File: src/rtl/iuvfr_pkg.sv
// How it works
// - Read/write byte at 0x5a; bits 7:6 pick the fault reaction.
// - Reaction 00: output keeps running, fault ignored.
// - Reaction 01: keep running for 2^delay times the delay time unit.
// - After that delay, if fault persists, follow the retry count field.
// - Reaction 10: switch output off at once, then follow retry count.
// - Reaction 11: output stays off until the fault is cleared.
// - Retry count 000: no restart; output off until fault cleared.
// - Counts 1 to 6: that many restarts, then off until cleared.
// - Off time from the end of one attempt to the next start is 2^delay times the delay time unit.
// - Count 111: retry forever until commanded off or another fault.
// - Delay field n gives multiplier 2^n, 1 up to 128.
// - Delay time unit length comes from a separate register at 0xd2.
// - Fault comes from input voltage compared with the limit at 0x59.
`default_nettype none
package iuvfr_pkg;
    // ==========================================================
    // Register map and fields
    localparam logic [7:0] IUVFR_ACTION_ADDR     = 8'h5a;
    localparam logic [7:0] IUVFR_UNIT_ADDR       = 8'hd2;
    localparam logic [7:0] IUVFR_LIMIT_ADDR      = 8'h59;
    localparam logic [7:0] IUVFR_ACTION_RESET    = 8'h00;
    localparam int         IUVFR_REACT_HI        = 7;
    localparam int         IUVFR_REACT_LO        = 6;
    localparam int         IUVFR_RETRY_HI        = 5;
    localparam int         IUVFR_RETRY_LO        = 3;
    localparam int         IUVFR_DELAY_HI        = 2;
    localparam int         IUVFR_DELAY_LO        = 0;
    localparam logic [2:0] IUVFR_RETRY_NONE      = 3'h0;
    localparam logic [2:0] IUVFR_RETRY_FOREVER   = 3'h7;
    // ==========================================================
    // Reaction codes
    typedef enum logic [1:0] {
        IUVFR_IGNORE  = 2'b00,
        IUVFR_RUN_ON  = 2'b01,
        IUVFR_RETRY   = 2'b10,
        IUVFR_LATCH   = 2'b11
    } iuvfr_react_t;
    // ==========================================================
    // Machine states
    typedef enum logic [2:0] {
        IUVFR_S_RUN    = 3'b000,
        IUVFR_S_GRACE  = 3'b001,
        IUVFR_S_WAIT   = 3'b010,
        IUVFR_S_TRY    = 3'b011,
        IUVFR_S_LOCKED = 3'b100
    } iuvfr_state_t;
endpackage
`default_nettype wire

File: src/rtl/iuvfr_core.sv
`default_nettype none
module iuvfr_core #(
    parameter int UNIT_W  = 16,
    parameter int LIMIT_W = 16,
    parameter int TRY_W   = 16
) (
    input  wire logic               i_clock,
    input  wire logic               i_resetn,
    input  wire logic               i_wr,
    input  wire logic [7:0]         i_addr,
    input  wire logic [7:0]         i_wdata,
    input  wire logic [15:0]        i_wword,
    input  wire logic [LIMIT_W-1:0] i_vin,
    input  wire logic               i_clear,
    input  wire logic               i_cmd_on,
    input  wire logic               i_other_fault,
    input  wire logic               i_tick,
    input  wire logic [TRY_W-1:0]   i_try_cycles,
    output logic [7:0]              o_rdata,
    output logic [15:0]             o_unit,
    output logic                    o_out_en,
    output logic                    o_fault,
    output logic                    o_locked,
    output logic [2:0]              o_tries
);
    // ==========================================================
    // State record
    typedef struct packed {
        logic [7:0]               action;
        logic [15:0]              unit;
        logic [LIMIT_W-1:0]       limit;
        iuvfr_pkg::iuvfr_state_t  st;
        logic [UNIT_W-1:0]        ucnt;
        logic [7:0]               mcnt;
        logic [TRY_W-1:0]         tcnt;
        logic [2:0]               tries;
        logic                     fault;
        logic [7:0]               rdata;
        logic                     out_en;
        logic                     locked;
    } iuvfr_state_rec_t;

    iuvfr_state_rec_t s_q;
    iuvfr_state_rec_t s_d;
    logic             uv;
    logic             unit_done;
    logic             delay_done;
    logic [2:0]       dsel;
    logic [2:0]       rset;
    logic [1:0]       react;
    logic [7:0]       mult_m1;

    // ==========================================================
    // Field decode
    assign react   = s_q.action[iuvfr_pkg::IUVFR_REACT_HI:iuvfr_pkg::IUVFR_REACT_LO];
    assign rset    = s_q.action[iuvfr_pkg::IUVFR_RETRY_HI:iuvfr_pkg::IUVFR_RETRY_LO];
    assign dsel    = s_q.action[iuvfr_pkg::IUVFR_DELAY_HI:iuvfr_pkg::IUVFR_DELAY_LO];
    assign mult_m1 = 8'((9'h001 << dsel) - 9'h001);
    assign uv      = (i_vin < s_q.limit);
    // Unit length counted in ticks so the time base stays outside
    assign unit_done  = i_tick && (s_q.ucnt == UNIT_W'(s_q.unit));
    assign delay_done = unit_done && (s_q.mcnt == mult_m1);

    // Restart budget still open for counts 1..6, or forever
    function automatic logic can_retry(input logic [2:0] r, input logic [2:0] n);
        can_retry = (r == iuvfr_pkg::IUVFR_RETRY_FOREVER) || (n < r);
    endfunction

    // ==========================================================
    // Next state
    always_comb begin
        s_d       = s_q;
        s_d.fault = uv;
        if (i_wr) begin
            if (i_addr == iuvfr_pkg::IUVFR_ACTION_ADDR) begin
                s_d.action = i_wdata;
            end else if (i_addr == iuvfr_pkg::IUVFR_UNIT_ADDR) begin
                s_d.unit = i_wword;
            end else if (i_addr == iuvfr_pkg::IUVFR_LIMIT_ADDR) begin
                s_d.limit = i_wword[LIMIT_W-1:0];
            end
        end
        if (i_addr == iuvfr_pkg::IUVFR_ACTION_ADDR) begin
            s_d.rdata = s_q.action;
        end else begin
            s_d.rdata = 8'h00;                                        // Every address but 0x5a reads as zero
        end
        // Delay timer advances on unit ticks; held clear in RUN, restarted on entry to WAIT and TRY
        if (unit_done) begin
            s_d.ucnt = '0;
            s_d.mcnt = 8'(s_q.mcnt + 8'h01);
        end else if (i_tick) begin
            s_d.ucnt = UNIT_W'(s_q.ucnt + 1'b1);
        end
        case (s_q.st)
            iuvfr_pkg::IUVFR_S_RUN: begin
                s_d.ucnt = '0;
                s_d.mcnt = 8'h00;
                if (uv && i_cmd_on) begin
                    case (react)
                        2'b00: s_d.st = iuvfr_pkg::IUVFR_S_RUN;
                        2'b01: s_d.st = iuvfr_pkg::IUVFR_S_GRACE;
                        2'b10: s_d.st = iuvfr_pkg::IUVFR_S_WAIT;
                        default: s_d.st = iuvfr_pkg::IUVFR_S_LOCKED;
                    endcase
                end
            end
            iuvfr_pkg::IUVFR_S_GRACE: begin
                if (!uv) begin
                    s_d.st = iuvfr_pkg::IUVFR_S_RUN;
                end else if (delay_done) begin
                    s_d.ucnt = '0;
                    s_d.mcnt = 8'h00;
                    if (rset == iuvfr_pkg::IUVFR_RETRY_NONE) begin
                        s_d.st = iuvfr_pkg::IUVFR_S_LOCKED;
                    end else begin
                        s_d.st = iuvfr_pkg::IUVFR_S_WAIT;
                    end
                end
            end
            iuvfr_pkg::IUVFR_S_WAIT: begin
                if (rset == iuvfr_pkg::IUVFR_RETRY_NONE || !can_retry(rset, s_q.tries)) begin
                    s_d.st = iuvfr_pkg::IUVFR_S_LOCKED;
                end else if (delay_done) begin
                    s_d.st    = iuvfr_pkg::IUVFR_S_TRY;
                    s_d.tcnt  = '0;
                    s_d.ucnt  = '0;
                    s_d.mcnt  = 8'h00;
                    if (s_q.tries != 3'h7) begin
                        s_d.tries = 3'(s_q.tries + 3'h1);
                    end
                end
            end
            iuvfr_pkg::IUVFR_S_TRY: begin
                // Attempt lasts a fixed window; spacing counts from its end
                if (s_q.tcnt == i_try_cycles) begin
                    if (!uv) begin
                        s_d.st    = iuvfr_pkg::IUVFR_S_RUN;
                        s_d.tries = 3'h0;
                    end else begin
                        // Fresh spacing timer, else the count wraps
                        s_d.st   = iuvfr_pkg::IUVFR_S_WAIT;
                        s_d.ucnt = '0;
                        s_d.mcnt = 8'h00;
                    end
                end else begin
                    s_d.tcnt = TRY_W'(s_q.tcnt + 1'b1);
                end
            end
            default: begin
                s_d.st = iuvfr_pkg::IUVFR_S_LOCKED;
            end
        endcase
        // Stop sources override the reaction logic outside RUN: command off or other fault
        if (!i_cmd_on || i_other_fault) begin
            if (s_q.st != iuvfr_pkg::IUVFR_S_RUN) begin
                s_d.st = iuvfr_pkg::IUVFR_S_LOCKED;
            end
        end
        // Clear of fault, or command off while locked, releases the latch
        if (i_clear || (!i_cmd_on && s_q.st == iuvfr_pkg::IUVFR_S_LOCKED)) begin
            s_d.st    = iuvfr_pkg::IUVFR_S_RUN;
            s_d.tries = 3'h0;
        end
        s_d.out_en = i_cmd_on && !i_other_fault &&
                     (s_d.st == iuvfr_pkg::IUVFR_S_RUN ||
                      s_d.st == iuvfr_pkg::IUVFR_S_GRACE ||
                      s_d.st == iuvfr_pkg::IUVFR_S_TRY);
        s_d.locked = (s_d.st == iuvfr_pkg::IUVFR_S_LOCKED);
    end

    // ==========================================================
    // State register; synchronous reset zeroes every field, action byte included, and returns to RUN
    always_ff @(posedge i_clock) begin
        if (!i_resetn) begin
            s_q        <= '0;
            s_q.action <= iuvfr_pkg::IUVFR_ACTION_RESET;
            s_q.st     <= iuvfr_pkg::IUVFR_S_RUN;
        end else begin
            s_q <= s_d;
        end
    end

    assign o_rdata  = s_q.rdata;
    assign o_unit   = s_q.unit;
    assign o_out_en = s_q.out_en;
    assign o_fault  = s_q.fault;
    assign o_locked = s_q.locked;
    assign o_tries  = s_q.tries;
endmodule
`default_nettype wire

File: config.mk
export PLATFORM = sky130hd
export DESIGN_NAME = iuvfr_core
export DESIGN_NICKNAME = d
export VERILOG_FILES = /design/src/rtl/iuvfr_pkg.sv /design/src/rtl/iuvfr_core.sv
export SDC_FILE = /design/constraint.sdc
export NUM_CORES = 1
export LEC_CHECK = 0
export BUFFER_PORTS_ARGS = -buffer_cell sky130_fd_sc_hd__buf_4
export CAP_MARGIN = 20
export CORE_MARGIN = 2
export CORE_UTILIZATION = 55
export CTS_BUF_LIST = sky130_fd_sc_hd__clkbuf_4 sky130_fd_sc_hd__clkbuf_8
export CTS_CLUSTER_SIZE = 10
export DETAILED_ROUTE_END_ITERATION = 10
export PLACE_DENSITY = 0.79
export SLEW_MARGIN = 20
export SYNTH_ARGS = -nofsm -noshare
export SYNTH_HDL_FRONTEND = slang
export SYNTH_SLANG_ARGS = --single-unit
File: constraint.sdc
create_clock -name i_clock -period 5.1 [get_ports i_clock]
set_input_delay 0 -clock i_clock [delete_from_list [all_inputs] [get_ports i_clock]]
set_output_delay 0 -clock i_clock [all_outputs]
set_load 0.05 [all_outputs]
Word-level counts from Yosys, hierarchy flattened

Index checks and enable logic that the tools add are counted.

Flip-flop bits (word level): 97
Bits of input ports: 71
Output and inout bits: 30
Word-level logic and storage cells: 99

Add/subtract/negate cells: 5
$lt $le $gt $ge: 2
Eq/ne operators: 23
Shifts and indexed selects: 1
Mux-type cells: 25
Bitwise logic cells: 3
Reductions and logical operators: 28

Operators with widths:

| kind                  | count |
|---|---|
| $pmux 24 s4           | 1 |
| $mux 27               | 2 |
| $mux 16               | 3 |
| $mux 24               | 2 |
| $mux 46               | 1 |
| $mux 43               | 1 |
| $pmux 19 s2           | 1 |
| $add 16x1->16 const B | 2 |
| $eq 16x16->1          | 2 |
| $mux 3                | 10 |
| $eq 8x7->1 const B    | 2 |
| $lt 16x16->1          | 1 |
| $ne 2x2->1 const B    | 6 |
| $pmux 3 s4            | 1 |
| $eq 3x2->1 const B    | 3 |
| $eq 3x3->1 const B    | 3 |
| $logic_not 3->1       | 3 |
| $pmux 3 s3            | 1 |
| $add 8x1->8 const B   | 1 |
| $eq 8x8->1            | 1 |
| $eq 8x8->1 const B    | 1 |
| $mux 8                | 1 |
| $reduce_and 4->1      | 2 |
| $shl 1x3->8 const A   | 1 |
| other kinds (19)      | 35 |

Logic depth before layout (Yosys ltp)

Gate-level depths: netlist (run 1).

Depth in word-level cells: 14
Depth in mapped cells: 12
Mapped depth without buffers: 10

Least setup slack after synthesis (run 1)

Ideal clock, no wire load.

Path kind: register to register
From: register s_q (netlist bit rset[1])
To: register s_q[29] (netlist bit)
Library setup time: 70 ps
Arrival: 2839 ps
Slack: 2191 ps
Stages on the path, launching flop included: 13
Clock period less this slack: 2909 ps
Path through: dfxtp_1 inv_1 ha_1 a21boi_1 o21ai_1 a221oi_1 nand3_1 or4_1 buf_2 and2_4 buf_6 or4_1 a21oi_1

Cells in the longest elaborated chain, start to end: 6
Elaborated cells between the ends (all ways): 8
Classes of those cells: order compare: 1; eq/ne: 2; reduce/logical: 5

RTL lines:

| item                                            | line              | RTL |
|---|---|---|
| start, declared                                 | iuvfr_core.sv:43  | `iuvfr_state_rec_t s_q;` |
| $lt 3x3->1 / $eq 3x3->1 (equally long branches) | iuvfr_core.sv:66  | `can_retry = (r == iuvfr_pkg::IUVFR_RETRY_FOREVER) \|\| (n < r);` |
| $logic_or 1x1->1                                | iuvfr_core.sv:66  |  |
| $logic_not 1->1                                 | iuvfr_core.sv:122 | `if (rset == iuvfr_pkg::IUVFR_RETRY_NONE \|\| !can_retry(rset, s_q.tries)) begin` |
| $logic_or 1x1->1 *                              | iuvfr_core.sv:122 |  |
| $ne 2x2->1 (no line) *                          | n/a               |  |
| $reduce_and 4->1 (no line) *                    | n/a               |  |

Every way passes the cells marked *; elsewhere a longest branch is shown, timed or not.
A chain may end at the register's enable or synchronous reset.

Final worst setup path (run 1)

From: register s_q[72] (netlist bit)
To: register s_q (netlist bit o_out_en)

Cells in the longest elaborated chain, start to end: 11
Elaborated cells between the ends (all ways): 16
Classes of those cells: order compare: 1; eq/ne: 2; mux: 8; reduce/logical: 5

RTL lines:

| item                                                 | line                                 | RTL |
|---|---|---|
| $lt 16x16->1 *                                       | iuvfr_core.sv:59                     | `assign uv = (i_vin < s_q.limit);` |
| $mux 2 / $logic_and 1x1->1 (equally long branches)   | iuvfr_core.sv:137, iuvfr_core.sv:99  |  |
| $mux 27 / $mux 3 (equally long branches)             | iuvfr_core.sv:136, iuvfr_core.sv:99  |  |
| $pmux 3 s4 *                                         | iuvfr_core.sv:95                     | `case (s_q.st)` |
| $mux 3                                               | iuvfr_core.sv:156                    | `if (s_q.st != iuvfr_pkg::IUVFR_S_RUN) begin` |
| $mux 3 *                                             | iuvfr_core.sv:155                    | `if (!i_cmd_on \|\| i_other_fault) begin` |
| $mux 3 *                                             | iuvfr_core.sv:161                    | `if (i_clear \|\| (!i_cmd_on && s_q.st == iuvfr_pkg::IUVFR_S_LOCKED)) begin` |
| $eq 3x1->1 / $logic_not 3->1 (equally long branches) | iuvfr_core.sv:167, iuvfr_core.sv:166 |  |
| $logic_or 1x1->1                                     | iuvfr_core.sv:166                    | `(s_d.st == iuvfr_pkg::IUVFR_S_RUN \|\|` |
| $logic_or 1x1->1 *                                   | iuvfr_core.sv:167                    | `s_d.st == iuvfr_pkg::IUVFR_S_GRACE \|\|` |
| $logic_and 1x1->1 *                                  | iuvfr_core.sv:165                    | `s_d.out_en = i_cmd_on && !i_other_fault &&` |

Marks and branches as above.

==> metrics.md, run 1 <==
| Metric | Value |
|---|---|
| Status | `finished clean` |
| Met2 Use GR | `46.1%` |
| Area grow syn2layout | `20.9%` |
| Die Ht | `101 um` |
| DR pass1 iterations | `5` |
| GP Congestion | `0.875` |
| Synth area leaders | `dfxtp_1, xnor2_1, nor2_1` |
| Core Area | `9200 um2` |
| Placed cells | `776` |
| Antenna violations before repair | `0` |
| Worst setup EP type | `register` |
| Cells after Synth | `612` |
| CTS max path bufs | `2` |
| H-tree level count | `3` |
| Clock root buffer | `clkbuf_8` |
| Worst R2R Path Depth | `11` |
| Clock-pin slew on the worst setup and hold paths | `0.10 ns` |
| Post-DR vias/cell | `5.61` |
| Global route total overflow | `0` |
| Final wirelength | `12900 um` |
| Slew HR | `30.7%` |
| Gate power share | `8.2%` |
| CP cell instances | `inv_1 > ha_1 > and4_1 > nand4_1 > a2111oi_0 > nor3_1 > and3_1 > a221oi_1 > o211ai_1 > dlygate4sd3_1 > a31oi_1` |
| NetSw | `328 uW` |
| Worst EP arrival | `3.98 ns` |
| Worst vdd ir | `0.000182 V` |
| Post-layout power | `1.40 mW` |
| Slew at the pin with the worst max-slew slack | `1.04 ns` |
| Std-Cell Rows | `35` |
| Critical Path RT | `5.40 ns` |
| Slack of the worst reg-to-reg path | `1.42 ns` |
| Post-synth EDFFs | `0` |
| Avg Cell Area, Syn | `8.50 um2` |
| Lkg Pwr | `2.36 nW` |
| Clock power frac | `37.4%` |
| Synth unique cells | `62` |
| CTS Buf Count | `9` |
| Min cycle time layout | `3.68 ns` |
| Fin crit share | `72.2%` |
| Layout cell share with drive strength beyond 1 | `17.5%` |
| Top cell type's share of synthesized area | `37.3%` |
| Final ANT Viol Nets | `0` |
| # setup viols final | `0` |
| CP max stage delay | `0.66 ns` |
| Grt met1 use | `30.7%` |
| Startpoint types | `register` |
| DRC viols | `0` |
| Post-Syn Area | `5200 um2` |
| Setup TNS | `0 ns` |
| Die Span X | `101 um` |
| CP Class | `register to register` |
| Skew final | `0.0170 ns` |
| Async S/R FF share, synth | `0%` |
| Post-synth top area cell | `dfxtp_1` |
| Dpl hpwl | `9560 um` |
| Final Core Density | `68.4%` |
| Seq/Total Area, Yosys | `37.3%` |
| TritonCTS sink count | `97` |
| Top FF cell, synth | `dfxtp_1` |
| Critical path peak fanout | `9` |
| Peak Freq | `272 MHz` |
| Cell Pwr Density | `222 nW/um2` |
| I/O pins | `101` |
| Die Footprint | `10300 um2` |
| WHS Endpoint | `s_q[54]$_SDFF_PN0_` |
| MaxCap Viol Count | `0` |
| Vias in the first global route | `4602` |
| Busiest grt layer | `met2` |
| WL/cell | `15.7 um` |
| Final std cells w/o fill | `820` |
| Int Pwr | `1.07 mW` |
| R2r endpoint | `o_out_en$_SDFF_PN0_` |
| CTS tree | `yes` |
| # fillers | `743` |
| Sw frac | `23.5%` |
| Min-delay src | `i_cmd_on` |
| Clk_lat worst skew | `0.36 ns` |
| Starting Density | `56.6%` |
| Register share of total power | `54.4%` |
| Number of synthesized register bits | `97` |
| Drt first-iter violations | `247` |
| Crit path from | `s_q[72]$_SDFFE_PN0P_` |
| Min-Delay Path Depth | `4` |
| Crit-path slowest cell | `a2111oi_0` |
| Met3 usage | `3.93%` |
| R2r startpoint | `s_q[72]$_SDFFE_PN0P_` |
| Worst hold path type | `primary input to register` |
| Post-Syn Nets | `705` |
| IO buf count | `100` |
| Via Count | `4597` |
| Ys Warns | `0` |
| Nets | `797` |
| RSZ-0062 raised after global routing | `no` |
| Slew Limit Fails | `0` |
| Final hold viol count | `0` |
| Hold slack | `0.0872 ns` |
| Diode count | `0` |
| Global Route Usage Sum | `25.5%` |
| First-pass GRT wire length | `21000 um` |
| Largest net degree at the start of global routing | `27` |
timing repair:
item,CTS,global route
gates resized for setup,0,0
endpoints found under the hold margin,46,0
buffers inserted,0,0
hold buffers,28,0
worst max path at each step:
stage	slack, ns	to	depth (start not counted)
floorplan	2.19	s_q[29]$_SDFFE_PN0P_	12
global placement	1.92	s_q[27]$_SDFFE_PN0P_	10
detailed placement	1.76	s_q[27]$_SDFFE_PN0P_	10
CTS	1.45	o_out_en$_SDFF_PN0_	11
global route	1.07	o_out_en$_SDFF_PN0_	11
finish	1.42	o_out_en$_SDFF_PN0_	11
layer usage:
metal  routed length, um  vias to the layer above
met2                6600                      144
met3                 568                       27
li1                    -                     2257
met1                5460                     2169
met4                 276                        0
met5                   0                        -
power groups by stage:
stage	combinational, mW	sequential [mW]	clock (mW)
6_report	0.115	0.759	0.522
5_1_grt	0.124	0.759	0.556
4_1_cts	0.114	0.759	0.524
3_5_place_dp	0.0968	0.776	0
3_3_place_gp	0.0943	0.776	0
2_1_floorplan	0.0351	0.779	0
sequential cells by signal, indices dropped and copies added, names as in the netlist:
signal	count
rset	3
o_locked	1
o_unit	16
react	2
s_q	59
o_rdata	8
o_fault	1
o_out_en	1
dsel	3
o_tries	3
final cells by class:
type	count	area [um2]	area share [%]
clock buffer	10	138	2.19
clock inverter	6	65.1	1.03
inverter	29	109	1.73
multi-input combinational	438	2860	45.4
sequential	97	1940	30.9
tap	111	139	2.21
timing repair buffer	129	1040	16.5
synth_stat cells (3+ instances only):
cell	number
dfxtp_1	97
nor2_1	79
nand2_1	60
xnor2_1	47
a21oi_1	28
buf_4	28
inv_1	28
mux2i_1	26
ha_1	22
xor2_1	19
clkbuf_1	17
nand3_1	17
nand4_1	16
and3_1	11
and2_1	10
nand2b_1	9
nor3_1	9
a211oi_1	8
nor2b_1	5
nor4_1	5
o21ai_0	5
a2111oi_0	4
o211ai_1	4
nand3b_1	3
or3_1	3
or4_1	3
worst max-delay path: cells and delay by family, from the launching register on:
kind / cells / cell delay (ns)
adders and majority gates: 1 / 0.30
buffers and inverters: 2 / 0.62
and+or+nand+nor: 4 / 0.99
DFF: 1 / 0.35
AOI/OAI and AO/OA: 4 / 1.36
placed cells by master (no fill, tap or decap), types with 3 or more instances in the layout:
cell,instances
o21ai_0,5
dfxtp_1,97
nand2_1,60
nor4_1,5
nand2b_1,9
ha_1,22
and3_1,11
nor3_1,9
nand3b_1,3
nand4_1,16
a211oi_1,8
dlygate4sd3_1,28
o211ai_1,4
buf_4,101
clkbuf_8,10
or4_1,3
nand3_1,17
nor2b_1,5
mux2i_1,26
xor2_1,19
xnor2_1,47
and2_1,10
a2111oi_0,4
inv_1,28
or3_1,3
nor2_1,79
a21oi_1,28
kinds of logic after synthesis:
logic type,count (synthesis),synth area share [%]
AND/OR/NAND/NOR,241,22.2
flip-flops,97,37.3
AO/OA/AOI/OAI,81,10.8
buffers and inverters,77,7.77
XOR/XNOR,66,11.1
multiplexers,27,5.22
adder cells (fa/ha/maj),23,5.48
through the flow:
step | setup slack [ns] | area [um2]
2_1_floorplan | 2.19 | 5200
3_3_place_gp | 1.92 | 5800
3_5_place_dp | 1.76 | 5800
4_1_cts | 1.45 | 6290
5_1_grt | 1.07 | 6290
6_report | 1.42 | 6290
Note: power is estimated with default switching activity, not from simulation.
==> run 2: changes to the inputs <==
- clock period: 5.1 -> 3.5 ns (I/O delays scaled with it)
==> run 2 against run 1 <==
  * Cell area up 0.42%
  * Utilization rose by 0.29 points
  * Non-clock buffer count grew 4
  * Maximum frequency rose by 13%
  * Setup slack worse by 1.2 ns
  * Clock-buffer cell count unchanged
  * Highest routed layer unchanged
==> metrics.md, run 2 (synthesized netlist as in run 1, its figures left out) <==
| Metric | Value |
|---|---|
| NetSw | `506 uW` |
| Slew Limit Fails | `0` |
| Std-Cell Rows | `35` |
| Post-cts gate resize count | `0` |
| Die Ht | `101 um` |
| Nets | `801` |
| Int Pwr | `1.50 mW` |
| Slew at the pin with the worst max-slew slack | `1.01 ns` |
| Worst R2R Path Depth | `10` |
| Slew HR | `32.7%` |
| Most common cell after layout, fill and taps aside | `buf_4` |
| Fin crit share | `93.4%` |
| MaxCap Viol Count | `0` |
| Die Span X | `101 um` |
| Sw frac | `25.2%` |
| Critical Path RT | `3.74 ns` |
| Via Count | `4543` |
| Clock root buffer | `clkbuf_8` |
| Final wirelength | `12700 um` |
| WL/cell | `15.4 um` |
| Worst vdd ir | `0.000285 V` |
| RSZ-0062 raised after global routing | `no` |
| Register share of total power | `55.2%` |
| Global route total overflow | `0` |
| Area grow syn2layout | `21.4%` |
| Gate power share | `8.5%` |
| Starting Density | `56.6%` |
| # fillers | `720` |
| # setup viols final | `0` |
| Die Footprint | `10300 um2` |
| DR pass1 iterations | `6` |
| Cell Pwr Density | `318 nW/um2` |
| Worst setup EP type | `register` |
| Post-DR vias/cell | `5.51` |
| Core Area | `9200 um2` |
| Clock power frac | `36.3%` |
| Min cycle time layout | `3.27 ns` |
| CTS tree | `yes` |
| Largest net degree at the start of global routing | `36` |
| Area after DPL | `5830 um2` |
| Skew final | `0.0158 ns` |
| IO buf count | `100` |
| First-pass GRT wire length | `20700 um` |
| CP Class | `register to register` |
| Drt first-iter violations | `263` |
| H-tree level count | `3` |
| Global Route Usage Sum | `25.3%` |
| Critical path peak fanout | `8` |
| Clk_lat worst skew | `0.37 ns` |
| Worst EP arrival | `3.51 ns` |
| Min-Delay Path Depth | `4` |
| TritonCTS sink count | `97` |
| Final Cell Area | `6310 um2` |
| Worst hold path type | `primary input to register` |
| Final ANT Viol Nets | `0` |
| Final hold viol count | `0` |
| Vias in the first global route | `4470` |
| Diode count | `0` |
| Peak Freq | `306 MHz` |
| CTS Buf Count | `9` |
| Most frequent cells in the layout | `buf_4, dfxtp_1, nor2_1` |
| Lkg Pwr | `2.37 nW` |
| Startpoint types | `register` |
| Layout cell share with drive strength beyond 1 | `18.0%` |
| Antenna violations before repair | `0` |
| Clock-pin slew on the worst setup and hold paths | `0.11 ns` |
| I/O pins | `101` |
| DRC viols | `0` |
| Largest Register | `s_q` |
| Setup TNS | `0 ns` |
| CTS max path bufs | `2` |
| GP Congestion | `0.888` |
| Status | `finished clean` |
| Max reg flops | `59` |
| Dpl hpwl | `9270 um` |
-- run 2: cell types whose count changed in the layout (fill, tap and decap cells not counted), sizes merged --
cell / previous run / this run
inv: 30 / 31
buf: 101 / 105
bufinv: 1 / 0
-- run 2: cell type report --
| type | count | area (um2) | share of cell area [%] |
|---|---|---|---|
| clock inverter | 6 | 61.3 | 0.971 |
| inverter | 29 | 109 | 1.72 |
| sequential | 97 | 1940 | 30.8 |
| multi-input combinational | 438 | 2860 | 45.2 |
| clock buffer | 10 | 138 | 2.18 |
| tap | 111 | 139 | 2.20 |
| timing repair buffer | 133 | 1070 | 16.9 |
-- run 2: what timing repair did --
action	4_1_cts	5_1_grt
hold buffers	28	0
hold endpoints to repair	46	0
setup buffers	0	0
-- run 2: per-layer routing --
metal / vias to the layer above / wire length (um) / track usage [%]
met5: - / 0 / 0
met4: 0 / 257 / 7.90
met3: 20 / 684 / 4.97
met2: 155 / 6240 / 43.3
met1: 2113 / 5530 / 32.3
li1: 2255 / - / -
-- run 2: power groups by stage --
stage / combinational, mW / sequential [mW] / clock, mW
after floorplan: 0.0512 / 1.13 / 0
after global placement: 0.140 / 1.13 / 0
after detailed placement: 0.144 / 1.13 / 0
after CTS: 0.170 / 1.11 / 0.737
after global routing: 0.185 / 1.11 / 0.792
final: 0.171 / 1.11 / 0.728
-- run 2: path summary, 6_finish.rpt --
path | endpoint | slack (ns) | from
max | s_q[21]$_SDFFE_PN0P_ | 0.23 | rset[1]$_SDFFE_PN0P_
min | s_q[54]$_SDFF_PN0_ | 0.08 | i_cmd_on
max reg2reg | s_q[21]$_SDFFE_PN0P_ | 0.23 | rset[1]$_SDFFE_PN0P_
min reg2reg | o_unit[7]$_SDFFE_PN0P_ | 0.49 | o_unit[7]$_SDFFE_PN0P_
-- run 2: worst max-delay path, cell delays in order, from the launching register on --
cell       delay, ns
dfxtp_1         0.40
inv_1           0.06
ha_1            0.31
a21boi_1        0.17
o21ai_1         0.12
a221oi_1        0.37
nand3_1         0.15
or4_1           0.70
a2111oi_0       0.62
xnor2_1         0.18
nor2_1          0.05
-- run 2: through the flow --
stage	power [mW]	hold WS, ns	setup slack, ns	cells	util (%)
2_1_floorplan	1.19	0.122	0.591	612	-
3_3_place_gp	1.27	0.246	0.478	780	63.4
3_5_place_dp	1.28	0.243	0.296	780	63.4
4_1_cts	2.01	0.0638	0.269	824	68.7
5_1_grt	2.08	0.0743	0.0477	824	68.7
6_report	2.00	0.0804	0.232	824	68.7
